$ cat config.mk
export PLATFORM = sky130hd
export DESIGN_NAME = hss_ctrl
export DESIGN_NICKNAME = d
export VERILOG_FILES = /design/src/common/hss_pkg.sv /design/src/rtl/hss_ctrl.sv
export SDC_FILE = /design/constraint.sdc
export NUM_CORES = 1
export LEC_CHECK = 0
export ABC_CLOCK_PERIOD_IN_PS = 7200
export BUFFER_PORTS_ARGS = -buffer_cell sky130_fd_sc_hd__buf_2
export CAP_MARGIN = 0
export CORE_AREA = 2 2 220 222
export DETAILED_ROUTE_END_ITERATION = 8
export DIE_AREA = 0 0 222 224
export GPL_TIMING_DRIVEN = 1
export PLACE_DENSITY = 0.44
export SYNTH_ARGS = -nofsm -noshare
export SYNTH_HDL_FRONTEND = slang
export SYNTH_SLANG_ARGS = --single-unit
$ cat constraint.sdc
create_clock -name pclk -period 7.2 [get_ports pclk]
set_input_delay 1.8 -clock pclk [delete_from_list [all_inputs] [get_ports pclk]]
set_output_delay 1.8 -clock pclk [all_outputs]
set_load 0.005 [all_outputs]
$ cat src/common/hss_pkg.sv
package hss_pkg;
  // Register indices, byte address is index * 4
  localparam logic [7:0] IDX_TMR1 = 8'h0c;
  localparam logic [7:0] IDX_TMR2 = 8'h0d;
  localparam logic [7:0] IDX_SHUT = 8'h10;
  localparam logic [7:0] IDX_SEL_LO = 8'h14;
  localparam logic [7:0] IDX_SEL_HI = 8'h15;
  localparam logic [7:0] IDX_MPIN = 8'h17;
  localparam logic [7:0] IDX_PWM_GENERATOR_ONE = 8'h18;
  localparam logic [7:0] IDX_PWM_GENERATOR_TWO = 8'h19;
  localparam logic [7:0] IDX_FREQ = 8'h1c;
  localparam logic [7:0] IDX_STAT = 8'h1f;
  // Writable bit masks, reserved bits read zero
  localparam logic [7:0] MSK_TMR = 8'h77;
  localparam logic [7:0] MSK_SHUT = 8'h70;
  localparam logic [7:0] MSK_SEL = 8'h77;
  localparam logic [7:0] MSK_FREQ = 8'h05;
  localparam logic [7:0] RST_VAL = 8'h00;
  // Field positions
  localparam int OV_DIS_BIT = 6;
  localparam int UV_DIS_BIT = 5;
  localparam int REC_BIT = 4;
  localparam int FO_DUTY_LSB = 6;
  localparam int MP_TWO_LSB = 3;
  localparam int MP_ONE_LSB = 0;
  // Switch selector codes
  localparam logic [2:0] SEL_OFF = 3'h0;
  localparam logic [2:0] SEL_ON = 3'h1;
  localparam logic [2:0] SEL_TMR1 = 3'h2;
  localparam logic [2:0] SEL_TMR2 = 3'h3;
  localparam logic [2:0] SEL_PWM_GENERATOR_ONE = 3'h4;
  localparam logic [2:0] SEL_PWM_GENERATOR_TWO = 3'h5;
  // Multipurpose pin codes
  localparam logic [2:0] MP_OFF = 3'h4;
  localparam logic [2:0] MP_WAKE = 3'h5;
  localparam logic [2:0] MP_LS_ON = 3'h6;
  localparam logic [2:0] MP_HS_ON = 3'h7;
  // Timer on-time codes that hold a level
  localparam logic [2:0] TON_LOW = 3'h0;
  localparam logic [2:0] TON_HIGH = 3'h6;
  // Timing
  localparam int CLK_PERIOD_NS = 4;
  localparam int TICK_NS = 100000;
  localparam int TICK_CYCLES = TICK_NS / CLK_PERIOD_NS;
  localparam int PWM_PERIOD_200_NS = 5000000;
  localparam int PWM_STEPS = 255;
  localparam int PWM_STEP_CYCLES = PWM_PERIOD_200_NS / PWM_STEPS / CLK_PERIOD_NS;
  localparam logic [15:0] PWM_MAX = 16'h00ff;
  // Failure output waveform in 0.1 ms ticks
  localparam logic [5:0] FO_PERIOD_TICKS = 6'h28;
  localparam logic [5:0] FO_ON_20 = 6'h08;
  localparam logic [5:0] FO_ON_10 = 6'h04;
  localparam logic [5:0] FO_ON_5 = 6'h02;
  localparam logic [5:0] FO_ON_2P5 = 6'h01;
endpackage

$ cat src/rtl/hss_ctrl.sv
`timescale 1ns/1ps
// Behaviour
// - Shutdown register bit 6 set suppresses overvoltage switch-off of all switches.
// - Shutdown register bit 5 set suppresses undervoltage switch-off of all switches.
// - Bit 4 set restores previous switch state after supply fault, else off.
// - Reserved bits in shutdown and selector registers read zero, ignore writes.
// - Selector 0 off, 1 on, 2/3 timers, 4/5 PWMs, 6/7 reserved.
// - Low pair register: output one in bits 2:0, two in 6:4.
// - High pair register: output three in bits 2:0, four in 6:4.
// - Overcurrent or overtemperature clears that output's selector to zero.
// - Pin register bits 7:6 set failure duty 20, 10, 5, 2.5 percent.
// - Pin two in bits 5:3: failure out, off, wake, low or high on.
// - Pin one in bits 2:0, same codes, driving second failure output.
// - PWM one on-fraction is duty/255; zero off, all ones on.
// - Power-on or soft reset clears all nine registers to zero.
// - Restart keeps shutdown bits 6:4, clears the rest.
// - Restart clears both selector registers, all outputs off.
// - Restart keeps pin register and PWM one duty.
// - Timer on-time code: low, 0.1 to 20 ms, high, reserved.
// - Timer period code: 10 ms up to 2 s, 111 reserved.
// - PWM frequency select bit: 0 gives 200 Hz, 1 gives 400 Hz.
module hss_ctrl #(
  parameter int TICK_CYC = hss_pkg::TICK_CYCLES,
  parameter int PWM_STEP_CYC = hss_pkg::PWM_STEP_CYCLES
) (
  input wire logic pclk,
  input wire logic presetn,
  input wire logic psel,
  input wire logic penable,
  input wire logic pwrite,
  input wire logic [31:0] paddr,
  input wire logic [31:0] pwdata,
  input wire logic [3:0] pstrb,
  output logic [31:0] prdata,
  output logic pready,
  output logic pslverr,
  input wire logic soft_reset,
  input wire logic restart,
  input wire logic fail_safe,
  input wire logic supply_ov,
  input wire logic supply_uv,
  input wire logic [3:0] switch_fault,
  output logic [3:0] hs_out,
  output logic [1:0] mp_hs_on,
  output logic [1:0] mp_ls_on,
  output logic [1:0] mp_wake_en
);
  // ==========================================
  // Input synchronisers
  logic [5:0] sync1_r;
  logic [5:0] sync2_r;
  always_ff @(posedge pclk or negedge presetn) begin
    if (!presetn) begin
      sync1_r <= 6'h00;
      sync2_r <= 6'h00;
    end else begin
      sync1_r <= {supply_ov, supply_uv, switch_fault};
      sync2_r <= sync1_r;
    end
  end
  logic ov_s;
  logic uv_s;
  logic [3:0] flt_s;
  assign ov_s = sync2_r[5];
  assign uv_s = sync2_r[4];
  assign flt_s = sync2_r[3:0];

  // ==========================================
  // APB decode
  logic [7:0] shut_r, sel_lo_r, sel_hi_r, mpin_r, pwm_generator_one_r, pwm_generator_two_r, freq_r;
  logic [7:0] tmr_r [2];
  logic [7:0] idx;
  logic wr_en;
  logic rd_setup;
  logic mapped;
  assign idx = paddr[9:2];
  assign wr_en = psel && penable && pwrite && pstrb[0] && mapped;
  assign rd_setup = psel && !penable;
  assign pready = 1'b1;
  // Map check
  always_comb begin
    if (paddr[31:10] != 22'h0 || paddr[1:0] != 2'h0) mapped = 1'b0;
    else if (idx == hss_pkg::IDX_TMR1 || idx == hss_pkg::IDX_TMR2) mapped = 1'b1;
    else if (idx == hss_pkg::IDX_SHUT || idx == hss_pkg::IDX_SEL_LO) mapped = 1'b1;
    else if (idx == hss_pkg::IDX_SEL_HI || idx == hss_pkg::IDX_MPIN) mapped = 1'b1;
    else if (idx == hss_pkg::IDX_PWM_GENERATOR_ONE || idx == hss_pkg::IDX_PWM_GENERATOR_TWO) mapped = 1'b1;
    else if (idx == hss_pkg::IDX_FREQ || idx == hss_pkg::IDX_STAT) mapped = 1'b1;
    else mapped = 1'b0;
  end
  assign pslverr = psel && penable && !mapped;

  function automatic logic hit(input logic [7:0] i, input logic [7:0] r);
    hit = (i == r);
  endfunction

  // ==========================================
  // Supply fault shutdown
  logic shutdown;
  logic shut_onset;
  logic shut_d_r;
  assign shutdown = (ov_s && !shut_r[hss_pkg::OV_DIS_BIT])
    || (uv_s && !shut_r[hss_pkg::UV_DIS_BIT]);
  assign shut_onset = shutdown && !shut_d_r;
  always_ff @(posedge pclk or negedge presetn) begin
    if (!presetn) shut_d_r <= 1'b0;
    else shut_d_r <= shutdown;
  end
  logic sel_wipe;
  assign sel_wipe = shutdown && !shut_r[hss_pkg::REC_BIT];

  // ==========================================
  // Shutdown control register
  always_ff @(posedge pclk or negedge presetn) begin
    if (!presetn) shut_r <= hss_pkg::RST_VAL;
    else if (soft_reset) shut_r <= hss_pkg::RST_VAL;
    else if (restart) shut_r <= shut_r & hss_pkg::MSK_SHUT;
    else if (wr_en && hit(idx, hss_pkg::IDX_SHUT))
      shut_r <= pwdata[7:0] & hss_pkg::MSK_SHUT;
  end

  // ==========================================
  // Selector registers, hardware clear beats a write
  logic [7:0] sel_lo_nxt, sel_hi_nxt;
  always_comb begin
    sel_lo_nxt = sel_lo_r;
    sel_hi_nxt = sel_hi_r;
    if (wr_en && hit(idx, hss_pkg::IDX_SEL_LO)) sel_lo_nxt = pwdata[7:0] & hss_pkg::MSK_SEL;
    if (wr_en && hit(idx, hss_pkg::IDX_SEL_HI)) sel_hi_nxt = pwdata[7:0] & hss_pkg::MSK_SEL;
    if (flt_s[0]) sel_lo_nxt[2:0] = hss_pkg::SEL_OFF;
    if (flt_s[1]) sel_lo_nxt[6:4] = hss_pkg::SEL_OFF;
    if (flt_s[2]) sel_hi_nxt[2:0] = hss_pkg::SEL_OFF;
    if (flt_s[3]) sel_hi_nxt[6:4] = hss_pkg::SEL_OFF;
    if (sel_wipe || soft_reset || restart) begin
      sel_lo_nxt = hss_pkg::RST_VAL;
      sel_hi_nxt = hss_pkg::RST_VAL;
    end
  end
  always_ff @(posedge pclk or negedge presetn) begin
    if (!presetn) begin
      sel_lo_r <= hss_pkg::RST_VAL;
      sel_hi_r <= hss_pkg::RST_VAL;
    end else begin
      sel_lo_r <= sel_lo_nxt;
      sel_hi_r <= sel_hi_nxt;
    end
  end

  // ==========================================
  // Pin, duty and frequency registers
  always_ff @(posedge pclk or negedge presetn) begin
    if (!presetn) begin
      mpin_r <= hss_pkg::RST_VAL;
      pwm_generator_one_r <= hss_pkg::RST_VAL;
      pwm_generator_two_r <= hss_pkg::RST_VAL;
      freq_r <= hss_pkg::RST_VAL;
    end else if (soft_reset) begin
      mpin_r <= hss_pkg::RST_VAL;
      pwm_generator_one_r <= hss_pkg::RST_VAL;
      pwm_generator_two_r <= hss_pkg::RST_VAL;
      freq_r <= hss_pkg::RST_VAL;
    end else if (!restart && wr_en) begin
      if (hit(idx, hss_pkg::IDX_MPIN)) mpin_r <= pwdata[7:0];
      else if (hit(idx, hss_pkg::IDX_PWM_GENERATOR_ONE)) pwm_generator_one_r <= pwdata[7:0];
      else if (hit(idx, hss_pkg::IDX_PWM_GENERATOR_TWO)) pwm_generator_two_r <= pwdata[7:0];
      else if (hit(idx, hss_pkg::IDX_FREQ)) freq_r <= pwdata[7:0] & hss_pkg::MSK_FREQ;
    end
  end

  // ==========================================
  // Base 0.1 ms tick
  logic [15:0] pre_r;
  logic tick;
  assign tick = (pre_r == 16'(TICK_CYC - 1));
  always_ff @(posedge pclk or negedge presetn) begin
    if (!presetn) pre_r <= 16'h0000;
    else if (tick) pre_r <= 16'h0000;
    else pre_r <= pre_r + 16'h0001;
  end

  function automatic logic [15:0] on_ticks(input logic [2:0] c);
    case (c)
      3'h1: on_ticks = 16'd1;
      3'h2: on_ticks = 16'd3;
      3'h3: on_ticks = 16'd10;
      3'h4: on_ticks = 16'd100;
      3'h5: on_ticks = 16'd200;
      default: on_ticks = 16'd0;
    endcase
  endfunction
  function automatic logic [15:0] per_ticks(input logic [2:0] c);
    case (c)
      3'h0: per_ticks = 16'd100;
      3'h1: per_ticks = 16'd200;
      3'h2: per_ticks = 16'd500;
      3'h3: per_ticks = 16'd1000;
      3'h4: per_ticks = 16'd2000;
      3'h5: per_ticks = 16'd10000;
      default: per_ticks = 16'd20000;
    endcase
  endfunction

  // ==========================================
  // Cyclic timers and PWM generators
  logic [1:0] tmr_out;
  logic [1:0] pwm_out;
  logic [7:0] duty [2];
  assign duty[0] = pwm_generator_one_r;
  assign duty[1] = pwm_generator_two_r;
  for (genvar g = 0; g < 2; g++) begin : g_gen
    logic [15:0] tcnt_r;
    logic [15:0] pcnt_r;
    logic [7:0] phase_r;
    logic [15:0] step;
    logic [2:0] ton;
    assign ton = tmr_r[g][6:4];
    // Timer settings, cleared on soft reset or restart
    always_ff @(posedge pclk or negedge presetn) begin
      if (!presetn) tmr_r[g] <= hss_pkg::RST_VAL;
      else if (soft_reset || restart) tmr_r[g] <= hss_pkg::RST_VAL;
      else if (wr_en && hit(idx, g == 0 ? hss_pkg::IDX_TMR1 : hss_pkg::IDX_TMR2))
        tmr_r[g] <= pwdata[7:0] & hss_pkg::MSK_TMR;
    end
    // Timer phase in ticks
    always_ff @(posedge pclk or negedge presetn) begin
      if (!presetn) tcnt_r <= 16'h0000;
      else if (ton == hss_pkg::TON_LOW || ton == hss_pkg::TON_HIGH) tcnt_r <= 16'h0000;
      else if (tick && tcnt_r >= per_ticks(tmr_r[g][2:0]) - 16'h0001) tcnt_r <= 16'h0000;
      else if (tick) tcnt_r <= tcnt_r + 16'h0001;
    end
    assign tmr_out[g] = (ton == hss_pkg::TON_HIGH) || (tcnt_r < on_ticks(ton));
    // PWM step prescaler, halved for 400 Hz
    assign step = freq_r[2 * g] ? 16'(PWM_STEP_CYC / 2 - 1) : 16'(PWM_STEP_CYC - 1);
    always_ff @(posedge pclk or negedge presetn) begin
      if (!presetn) begin
        pcnt_r <= 16'h0000;
        phase_r <= 8'h00;
      end else if (pcnt_r >= step) begin
        pcnt_r <= 16'h0000;
        phase_r <= (phase_r >= 8'(hss_pkg::PWM_MAX - 16'h0001)) ? 8'h00 : phase_r + 8'h01;
      end else begin
        pcnt_r <= pcnt_r + 16'h0001;
      end
    end
    assign pwm_out[g] = (phase_r < duty[g]);
  end

  // ==========================================
  // Switch outputs
  function automatic logic src(input logic [2:0] s, input logic [1:0] t, input logic [1:0] p);
    case (s)
      hss_pkg::SEL_ON: src = 1'b1;
      hss_pkg::SEL_TMR1: src = t[0];
      hss_pkg::SEL_TMR2: src = t[1];
      hss_pkg::SEL_PWM_GENERATOR_ONE: src = p[0];
      hss_pkg::SEL_PWM_GENERATOR_TWO: src = p[1];
      default: src = 1'b0;
    endcase
  endfunction
  logic [3:0] hs_nxt;
  always_comb begin
    hs_nxt[0] = src(sel_lo_r[2:0], tmr_out, pwm_out);
    hs_nxt[1] = src(sel_lo_r[6:4], tmr_out, pwm_out);
    hs_nxt[2] = src(sel_hi_r[2:0], tmr_out, pwm_out);
    hs_nxt[3] = src(sel_hi_r[6:4], tmr_out, pwm_out);
    if (shutdown) hs_nxt = 4'h0;
  end
  always_ff @(posedge pclk or negedge presetn) begin
    if (!presetn) hs_out <= 4'h0;
    else hs_out <= hs_nxt;
  end

  // ==========================================
  // Failure output waveform and pins
  logic [5:0] fo_cnt_r;
  logic [5:0] fo_on;
  logic fo_wave;
  always_comb begin
    case (mpin_r[7:6])
      2'h0: fo_on = hss_pkg::FO_ON_20;
      2'h1: fo_on = hss_pkg::FO_ON_10;
      2'h2: fo_on = hss_pkg::FO_ON_5;
      default: fo_on = hss_pkg::FO_ON_2P5;
    endcase
  end
  always_ff @(posedge pclk or negedge presetn) begin
    if (!presetn) fo_cnt_r <= 6'h00;
    else if (tick && fo_cnt_r >= hss_pkg::FO_PERIOD_TICKS - 6'h01) fo_cnt_r <= 6'h00;
    else if (tick) fo_cnt_r <= fo_cnt_r + 6'h01;
  end
  assign fo_wave = fail_safe && (fo_cnt_r < fo_on);
  for (genvar m = 0; m < 2; m++) begin : g_mp
    logic [2:0] c;
    assign c = m == 0 ? mpin_r[2:0] : mpin_r[5:3];
    always_ff @(posedge pclk or negedge presetn) begin
      if (!presetn) begin
        mp_hs_on[m] <= 1'b0;
        mp_ls_on[m] <= 1'b0;
        mp_wake_en[m] <= 1'b0;
      end else begin
        mp_hs_on[m] <= (c == hss_pkg::MP_HS_ON) || (!c[2] && fo_wave);
        mp_ls_on[m] <= (c == hss_pkg::MP_LS_ON);
        mp_wake_en[m] <= (c == hss_pkg::MP_WAKE);
      end
    end
  end

  // ==========================================
  // Read data, captured in setup phase
  always_ff @(posedge pclk or negedge presetn) begin
    if (!presetn) prdata <= 32'h0;
    else if (rd_setup) begin
      if (!mapped) prdata <= 32'h0;
      else if (hit(idx, hss_pkg::IDX_SHUT)) prdata <= {24'h0, shut_r};
      else if (hit(idx, hss_pkg::IDX_SEL_LO)) prdata <= {24'h0, sel_lo_r};
      else if (hit(idx, hss_pkg::IDX_SEL_HI)) prdata <= {24'h0, sel_hi_r};
      else if (hit(idx, hss_pkg::IDX_MPIN)) prdata <= {24'h0, mpin_r};
      else if (hit(idx, hss_pkg::IDX_PWM_GENERATOR_ONE)) prdata <= {24'h0, pwm_generator_one_r};
      else if (hit(idx, hss_pkg::IDX_PWM_GENERATOR_TWO)) prdata <= {24'h0, pwm_generator_two_r};
      else if (hit(idx, hss_pkg::IDX_TMR1)) prdata <= {24'h0, tmr_r[0]};
      else if (hit(idx, hss_pkg::IDX_TMR2)) prdata <= {24'h0, tmr_r[1]};
      else if (hit(idx, hss_pkg::IDX_FREQ)) prdata <= {24'h0, freq_r};
      else if (hit(idx, hss_pkg::IDX_STAT)) prdata <= {24'h0, ov_s, uv_s, shutdown, 1'b0, hs_out};
      else prdata <= 32'h0;
    end
  end
endmodule
# Word level (Yosys, flattened, before mapping)
# Index checks and enable logic that the tools add are counted.
# W data, S select, Z words.
# word_totals
ff_bits	228
out_inout_bits	44
# classes
n_addsub	10
n_lt_le_gt_ge	12
n_eq_ne	65
n_mux	77
n_reduce_logical	75
# op_table
op	n
$mux W8	40
$pmux W15 S6	2
$mux W16	11
$add A16 B1 Y16 const B	5
$pmux W8 S5	2
$eq A3 B3 Y1 const B	24
$eq A8 B5 Y1 const B	8
$mux W32	2
$eq A3 B2 Y1 const B	16
$ge A16 B13 Y1	2
$ge A16 B16 Y1	2
$lt A16 B16 Y1	2
$sub A16 B1 Y16 const B	2
$mux W13	2
$eq A3 B1 Y1 const B	8
$reduce_bool A2 Y1	12
$reduce_bool A22 Y1	1
$logic_and A1 B1 Y1	21
$reduce_bool A3 Y1	7
$pmux W1 S5	4
$add A8 B1 Y8 const B	2
$eq A16 B15 Y1 const B	1
$eq A8 B4 Y1 const B	2
$ge A8 B8 Y1 const B	2
other kinds (20)	59

# Logic depth before layout (Yosys ltp)
# Gate-level depths: netlist of the first run.
# logic_depth
depth_word	14
mapped_depth	17
mapped_depth_nobuf	14

# Worst setup path before layout of the first run
# OpenSTA, ideal clock, no wires.
# synth_timing
kind	input port to output port
startpoint	input port paddr[6]
endpoint	output port pslverr
arrival_time_ns	2.880
slack_ns	2.520
cell_stages	6
path_cell_list	buf_6 -> and4bb_1 -> a41oi_1 -> and2_1 -> nor3_1 -> nor2_1
# synth_between
elab_chain_len	10
# synth_rtl
element	line_no	rtl
from (decl)	hss_ctrl.sv:31	input wire logic [31:0] paddr,
$eq A8 B5 Y1	hss_ctrl.sv:87	else if (idx == hss_pkg::IDX_FREQ || idx == hss_pkg::IDX_STAT) mapped = 1'b1;
$logic_or A1 B1 Y1	hss_ctrl.sv:87	
$mux W1	hss_ctrl.sv:87	
$mux W1	hss_ctrl.sv:86	else if (idx == hss_pkg::IDX_PWM_GENERATOR_ONE || idx == hss_pkg::IDX_PWM_GENERATOR_TWO) mapped = 1'b1;
$mux W1	hss_ctrl.sv:85	else if (idx == hss_pkg::IDX_SEL_HI || idx == hss_pkg::IDX_MPIN) mapped = 1'b1;
$mux W1	hss_ctrl.sv:84	else if (idx == hss_pkg::IDX_SHUT || idx == hss_pkg::IDX_SEL_LO) mapped = 1'b1;
$mux W1 *	hss_ctrl.sv:83	else if (idx == hss_pkg::IDX_TMR1 || idx == hss_pkg::IDX_TMR2) mapped = 1'b1;
$mux W1 *	hss_ctrl.sv:82	if (paddr[31:10] != 22'h0 || paddr[1:0] != 2'h0) mapped = 1'b0;
$logic_not A1 Y1 *	n/a	
$logic_and A1 B1 Y1 *	hss_ctrl.sv:90	assign pslverr = psel && penable && !mapped;
to (decl)	hss_ctrl.sv:36	output logic pslverr,
# Mark *: on every way between the ends. The rest lies on a longest branch, timed or not.

# Worst setup path after layout of the first run
# layout_timing
startpoint	input port paddr[5]
endpoint	output port pslverr
# Same word-level chain as after synthesis.

==> results of run 1 <==
## layout make-up
class                      instances  area [um^2]
clock inverter                    11         96.3
antenna                            2         5.00
timing repair buffer              75          402
tap                              615          769
clock buffer                      21          470
sequential                       185         4630
fill                            5030        34200
multi-input combinational        999         6560
inverter                          62          233
## per-layer routing
layer	track usage [%]	up-vias	wire length [um]
met5	0	-	13
met4	4.34	2	520
met3	4.28	27	2060
met2	19.9	199	13700
met1	19.2	4544	16400
li1	-	4691	-
## cells by family (layout without fill, tap and decap cells)
family                   after synthesis  after routing  share of synthesized area (%)
AND/OR/NAND/NOR                      517            517                           22.2
AO/OA/AOI/OAI                        253            253                           14.3
flip-flops                           185            185                           39.6
buffers and inverters                134            169                           5.28
adder cells (fa/ha/maj)               97             97                           10.4
multiplexers                          59             59                           5.07
XOR/XNOR                              42             42                           3.15
other                                  2             33                         0.0642
## placed cells by master, fill, tap and decap left out, types with 5 or more instances in the layout
cell type and instances:
nor4_1 18, nand2b_1 17, nand4_1 15, clkinv_2 5, o211ai_1 9, nor3_1 31, ha_1 97, nor2b_1 18
o21a_1 11, clkbuf_16 17, a21o_1 7, a221o_1 7, buf_2 72, conb_1 31, a211oi_1 14, a21oi_1 45
nor4b_1 6, nand2_1 112, o2bb2ai_1 5, nor2_1 157, dfrtp_1 185, o21ai_0 70, a31oi_1 21, nand3b_1 9
nand3_1 62, o31ai_1 7, inv_1 62, xor2_1 28, nor3_2 5, mux2i_1 57, or2_2 6, a22o_1 10
xnor2_1 14, or3_1 13, and3_1 18
## how the worst max path moves through the flow
stage | to | from | slack, ns
after floorplan | pslverr | paddr[6] | 2.52
after global placement | pslverr | paddr[5] | 1.76
after detailed placement | pslverr | paddr[5] | 1.73
after CTS | pslverr | paddr[5] | 1.72
after global routing | pslverr | paddr[5] | 1.52
final | pslverr | paddr[5] | 1.68
## critical path, cell delays in order
cell and delay (ns):
buf_2 0.25, nor2b_1 0.39, o211ai_1 0.16, and2_1 0.17, nor3_1 0.68, nor2_1 0.09
buf_2 0.16
## power by group through the flow
stage | clock (mW) | combinational (mW) | sequential (mW)
global route | 1.03 | 0.318 | 1.15
detailed placement | 0 | 0.273 | 1.16
CTS | 0.989 | 0.275 | 1.14
global placement | 0 | 0.267 | 1.16
finish | 0.943 | 0.272 | 1.14
floorplan | 0 | 0.185 | 1.14
## through the flow
| step | instance area, um^2 | worst slack [ns] | instances |
|---|---|---|---|
| 4_1_cts | 13200 | 1.72 | 1968 |
| 2_1_floorplan | 11800 | 2.52 | 1318 |
| 6_report | 13200 | 1.68 | 1970 |
| 3_3_place_gp | 12600 | 1.76 | 1936 |
| 3_5_place_dp | 12600 | 1.73 | 1936 |
| 5_1_grt | 13200 | 1.52 | 1969 |
## flip-flops by register name, summed over array words and instances, names as in the netlist
| signal | cells |
|---|---|
| g_gen.pcnt_r | 32 |
| g_gen.tcnt_r | 32 |
| g_gen.phase_r | 16 |
| pre_r | 16 |
| mpin_r | 8 |
| prdata | 8 |
| pwm_generator_one_r | 8 |
| pwm_generator_two_r | 8 |
| fo_cnt_r | 6 |
| g_gen.ton | 6 |
| sel_hi_r | 6 |
| sel_lo_r | 6 |
| sync1_r | 6 |
| sync2_r | 6 |
| tmr_r | 6 |
| hs_out | 4 |
| shut_r | 3 |
| freq_r | 2 |
| mp_hs_on | 2 |
| mp_ls_on | 2 |
| mp_wake_en | 2 |
==> flow_summary.toml, run 1 <==
[cts]
clkLatencyLatePin_ns = 0.48
cts_setup_buffers = 0
ctsHoldBuffers = 0
cts_resized = 0
clockRootBuffer = "clkbuf_16"
numCtsBuffers = 17
clk_pin_slew_worst_paths_ns = 0.07
clock_sinks = 185
cts_tree = "done"
cts_max_level = 4
clockBufferDepth = 2

[setup_path]
crit_type = "input port to output port"
cp-end-kind = "output port"
arrival_ns = 3.72
crit_path_max_fanout = 15
r2r-end = "g_gen[1].tcnt_r[6]$_DFFE_PN0P_"
required_ns = 5.40
r2r_setup_slack_ns = 2.97
start_kind = "input port"
r2r_cells = 11
regToRegStartpoint = "tmr_r[2]$_DFFE_PN0P_"

[pwr]
cellPowerDensity_nw_per_um2 = 179
p_sw_mw = 0.663
swShare_pct = 28.2
p_leak_nw = 5.85
power_frac_comb_pct = 11.6
pwr-share-seq_pct = 48.3
peakVddDrop_mv = 0.137
power.total_mw = 2.35
clockPowerShare_pct = 40.1
intPower_mw = 1.69

[sta]
tns_ns = 0
hold_ws_ns = 0.350
finalMaxSlewViolations = 0
skew_ns = 0.0110
fin_crit_ns = 5.52
rsz0062_at_grt = "false"
setup_viol = 0
tightestPinTransition_ns = 1.16
fmax_mhz = 181
slew_headroom_pct = 22.9
period_share_pct = 76.6
hold_viol = 0

[detailed_routing]
wl_per_cell_um = 16.6
antenna_left = 0
wirelength_um = 32700
dr_total_vias = 9463
vias_per_cell = 4.80
drt-pass1-iter-count = 6
drcViolationCount = 0
drt-initial-drc-count = 604

[floorplanning]
initial_core_util_pct = 24.7
pin_count = 126
rows = 80
core_area_um2 = 47300
die_x_um = 222
die_h_um = 224
die_area_um2 = 49700

[yosys]
synth_ff_type = "dfrtp_1"
synth_top_area_cell = "dfrtp_1"
yosysMostFrequentCell = "dfrtp_1"
ys.warnings.count = 0
ys_types = 75
netlist_area_um2 = 11700
synth_edf_count = 0
avgSynthCellArea_um2 = 9.07
ys_top_cells_by_area = "dfrtp_1 40%, ha_1 10%, nor2_1 5.0%"
async_flop_share_pct = 100
synth-seq-area-share_pct = 39.6
yosys-top-cells-count = "185 x dfrtp_1, 157 x nor2_1, 112 x nand2_1"
ys_ff_latch = 185
syn_inst = 1289
synth_top_area_share_pct = 39.6

[layout]
fin_nets = 1519
drive_above_1_share_pct = 9.46
syn2layout_area_growth_pct = 12.6
final_util_pct = 27.8

[placement]
dp_hpwl_um = 23900
gp_routability_congestion = 0.904
io_buffers = 73

[worst_hold_path]
holdCritStartpoint = "sync1_r[2]$_DFF_PN0_"
whs_endpoint = "sync2_r[2]$_DFF_PN0_"
hold_path_depth = 0
hold_class = "flip-flop to flip-flop"

[run_status]
run_status = "finished clean"

[job]
drv_cap = 0

[global_routing]
overflow = 0
grtUsageTotal_pct = 13.7
grt_max_degree = 133
antenna_found_initial = 3
grt_pass1_wl_um = 52800
grt_pass1_vias = 9188
(Power assumes the default switching activity.)
==> run 2, diff against run 1 <==
--- a/config.mk
+++ b/config.mk
@@ -5,14 +5,14 @@
 export SDC_FILE = /design/constraint.sdc
 export NUM_CORES = 1
 export LEC_CHECK = 0
-export ABC_CLOCK_PERIOD_IN_PS = 7200
+export ABC_CLOCK_PERIOD_IN_PS = 5000
 export BUFFER_PORTS_ARGS = -buffer_cell sky130_fd_sc_hd__buf_2
 export CAP_MARGIN = 0
 export CORE_AREA = 2 2 220 222
 export DETAILED_ROUTE_END_ITERATION = 8
 export DIE_AREA = 0 0 222 224
 export GPL_TIMING_DRIVEN = 1
-export PLACE_DENSITY = 0.44
+export PLACE_DENSITY = 0.46
 export SYNTH_ARGS = -nofsm -noshare
 export SYNTH_HDL_FRONTEND = slang
 export SYNTH_SLANG_ARGS = --single-unit
==> constraint.sdc (replaced) <==
create_clock -name pclk -period 5 [get_ports pclk]
set_input_delay 1.25 -clock pclk [delete_from_list [all_inputs] [get_ports pclk]]
set_output_delay 1.25 -clock pclk [all_outputs]
set_load 0.005 [all_outputs]
==> run 2 against run 1 <==
Effect of this change: register-to-register slack worse by 1.7 ns; sequential power grew 44%; total power rose by 47%; critical path depth increased by 1; clock power up 52%; sequential share of layout area shrank 0.19 points; clock skew increased by 0.00088 ns; final area up 0.54%; critical path type unchanged; largest cell class unchanged.
==> flow_summary.toml, run 2 (synthesized netlist as in run 1, its figures left out) <==
[pwr]
peakVddDrop_mv = 0.197
cellPowerDensity_nw_per_um2 = 261
p_leak_nw = 5.90
power.total_mw = 3.46

[global_routing]
grt_pass1_vias = 9044
overflow = 0
grt_max_degree = 112
antenna_found_initial = 1
grt_pass1_wl_um = 51700
grtUsageTotal_pct = 13.5

[detailed_routing]
drt-initial-drc-count = 714
wl_met1_um = 16300
wl_met3_um = 1700
vias_per_cell = 4.87
met2_length_um = 13700
dr_total_vias = 9609
dr.max_layer_used = "met5"
wirelength_um = 32200
drt-pass1-iter-count = 5
drcViolationCount = 0
antenna_left = 0
wl_per_cell_um = 16.3

[floorplanning]
initial_core_util_pct = 24.7
core_area_um2 = 47300
rows = 80
die_area_um2 = 49700
die_h_um = 224
die_x_um = 222
pin_count = 126

[sta]
tns_ns = 0
rsz0062_at_grt = "false"
hold_ws_ns = 0.364
period_share_pct = 79.9
fin_crit_ns = 3.99
fmax_mhz = 250
slew_headroom_pct = 27.3
skew_ns = 0.0118
finalMaxSlewViolations = 0
tightestPinTransition_ns = 1.09
hold_viol = 0
setup_viol = 0

[setup_path]
crit_path_max_fanout = 15
required_ns = 3.75
start_kind = "input port"
arrival_ns = 2.74
crit_type = "input port to output port"
cp-end-kind = "output port"

[layout]
fin_nets = 1524
layout_common_cells = "185 x dfrtp_1, 157 x nor2_1, 112 x nand2_1"
top_regs = "g_gen.pcnt_r: 32 flops, g_gen.tcnt_r: 32 flops"
drive_above_1_share_pct = 9.79
diodes = 0
fillers = 4984
layout.cells.non_filler = 1973
syn2layout_area_growth_pct = 13.2
final_common_cell = "dfrtp_1"
final_util_pct = 28.0

[run_status]
run_status = "finished clean"

[cts]
clk_pin_slew_worst_paths_ns = 0.07
clock_sinks = 185
clkLatencyLatePin_ns = 0.50
ctsHoldBuffers = 0
cts_max_level = 4
cts_tree = "done"
clockBufferDepth = 2
numCtsBuffers = 17
cts_setup_buffers = 0
clockRootBuffer = "clkbuf_16"
cts_resized = 0

[placement]
gp_routability_congestion = 0.878
dpl.cell_count = 1941
io_buffers = 73
dp_hpwl_um = 23700

[worst_hold_path]
hold_class = "flip-flop to flip-flop"

[job]
drv_cap = 0
## run 2: changes by cell type in the layout (fill, tap and decap cells not counted)
cell and change:
clkinv_8 +2, inv_8 +4, clkbuf_8 -1, o21ai_2 -1, clkinv_4 +2, clkinv_2 -4
diode_2 -2, o21ai_1 +1, clkbuf_1 -1, clkinvlp_4 -2, buf_4 +5
## run 2: worst max-delay path: stages
cell	delay, ns
buf_2	0.25
nor2b_1	0.39
o211ai_1	0.16
and2_1	0.17
nor3_1	0.16
buf_4	0.19
nor2_1	0.05
buf_2	0.12
## run 2: path summary, 6_finish.rpt
kind	cells after the start	slack, ns	from	endpoint
worst min-delay path	0	0.36	sync1_r[3]$_DFF_PN0_	sync2_r[3]$_DFF_PN0_
worst max register to register	12	1.30	tmr_r[2]$_DFFE_PN0P_	g_gen[1].tcnt_r[11]$_DFFE_PN0P_
max in group asynchronous	2	3.34	presetn	mpin_r[4]$_DFFE_PN0P_
worst min register to register	0	0.36	sync1_r[3]$_DFF_PN0_	sync2_r[3]$_DFF_PN0_
min in group asynchronous	1	0.61	presetn	pre_r[5]$_DFF_PN0_
worst max-delay path	8	1.01	paddr[5]	pslverr
## run 2: final cells by class
cell class / count / area (um^2) / share of cell area, %
well taps: 615 / 769 / 5.81
clock inverters: 13 / 156 / 1.18
clock buffers: 19 / 453 / 3.42
inverters: 62 / 233 / 1.76
flip-flops and latches: 185 / 4630 / 35.0
multi-input cells: 999 / 6560 / 49.5
repair buffers: 80 / 439 / 3.32
## run 2: layer usage
metal	global-route usage, %	vias to the layer above
met5	0	-
met4	4.29	2
met3	3.70	29
met2	19.7	225
met1	19.2	4644
li1	-	4709
## run 2: where the power goes
group	total (mW)	leakage [nW]	switching (mW)	internal (mW)
clock network	1.43	0.301	0.698	0.736
registers	1.64	2.50	0.0820	1.55
logic	0.390	3.10	0.236	0.154
## run 2: per-stage QoR
step / setup WS, ns / area, um^2
3_5_place_dp: 1.04 / 12600
2_1_floorplan: 1.42 / 11800
3_3_place_gp: 1.04 / 12600
5_1_grt: 0.844 / 13200
6_report: 1.01 / 13200
4_1_cts: 1.03 / 13200
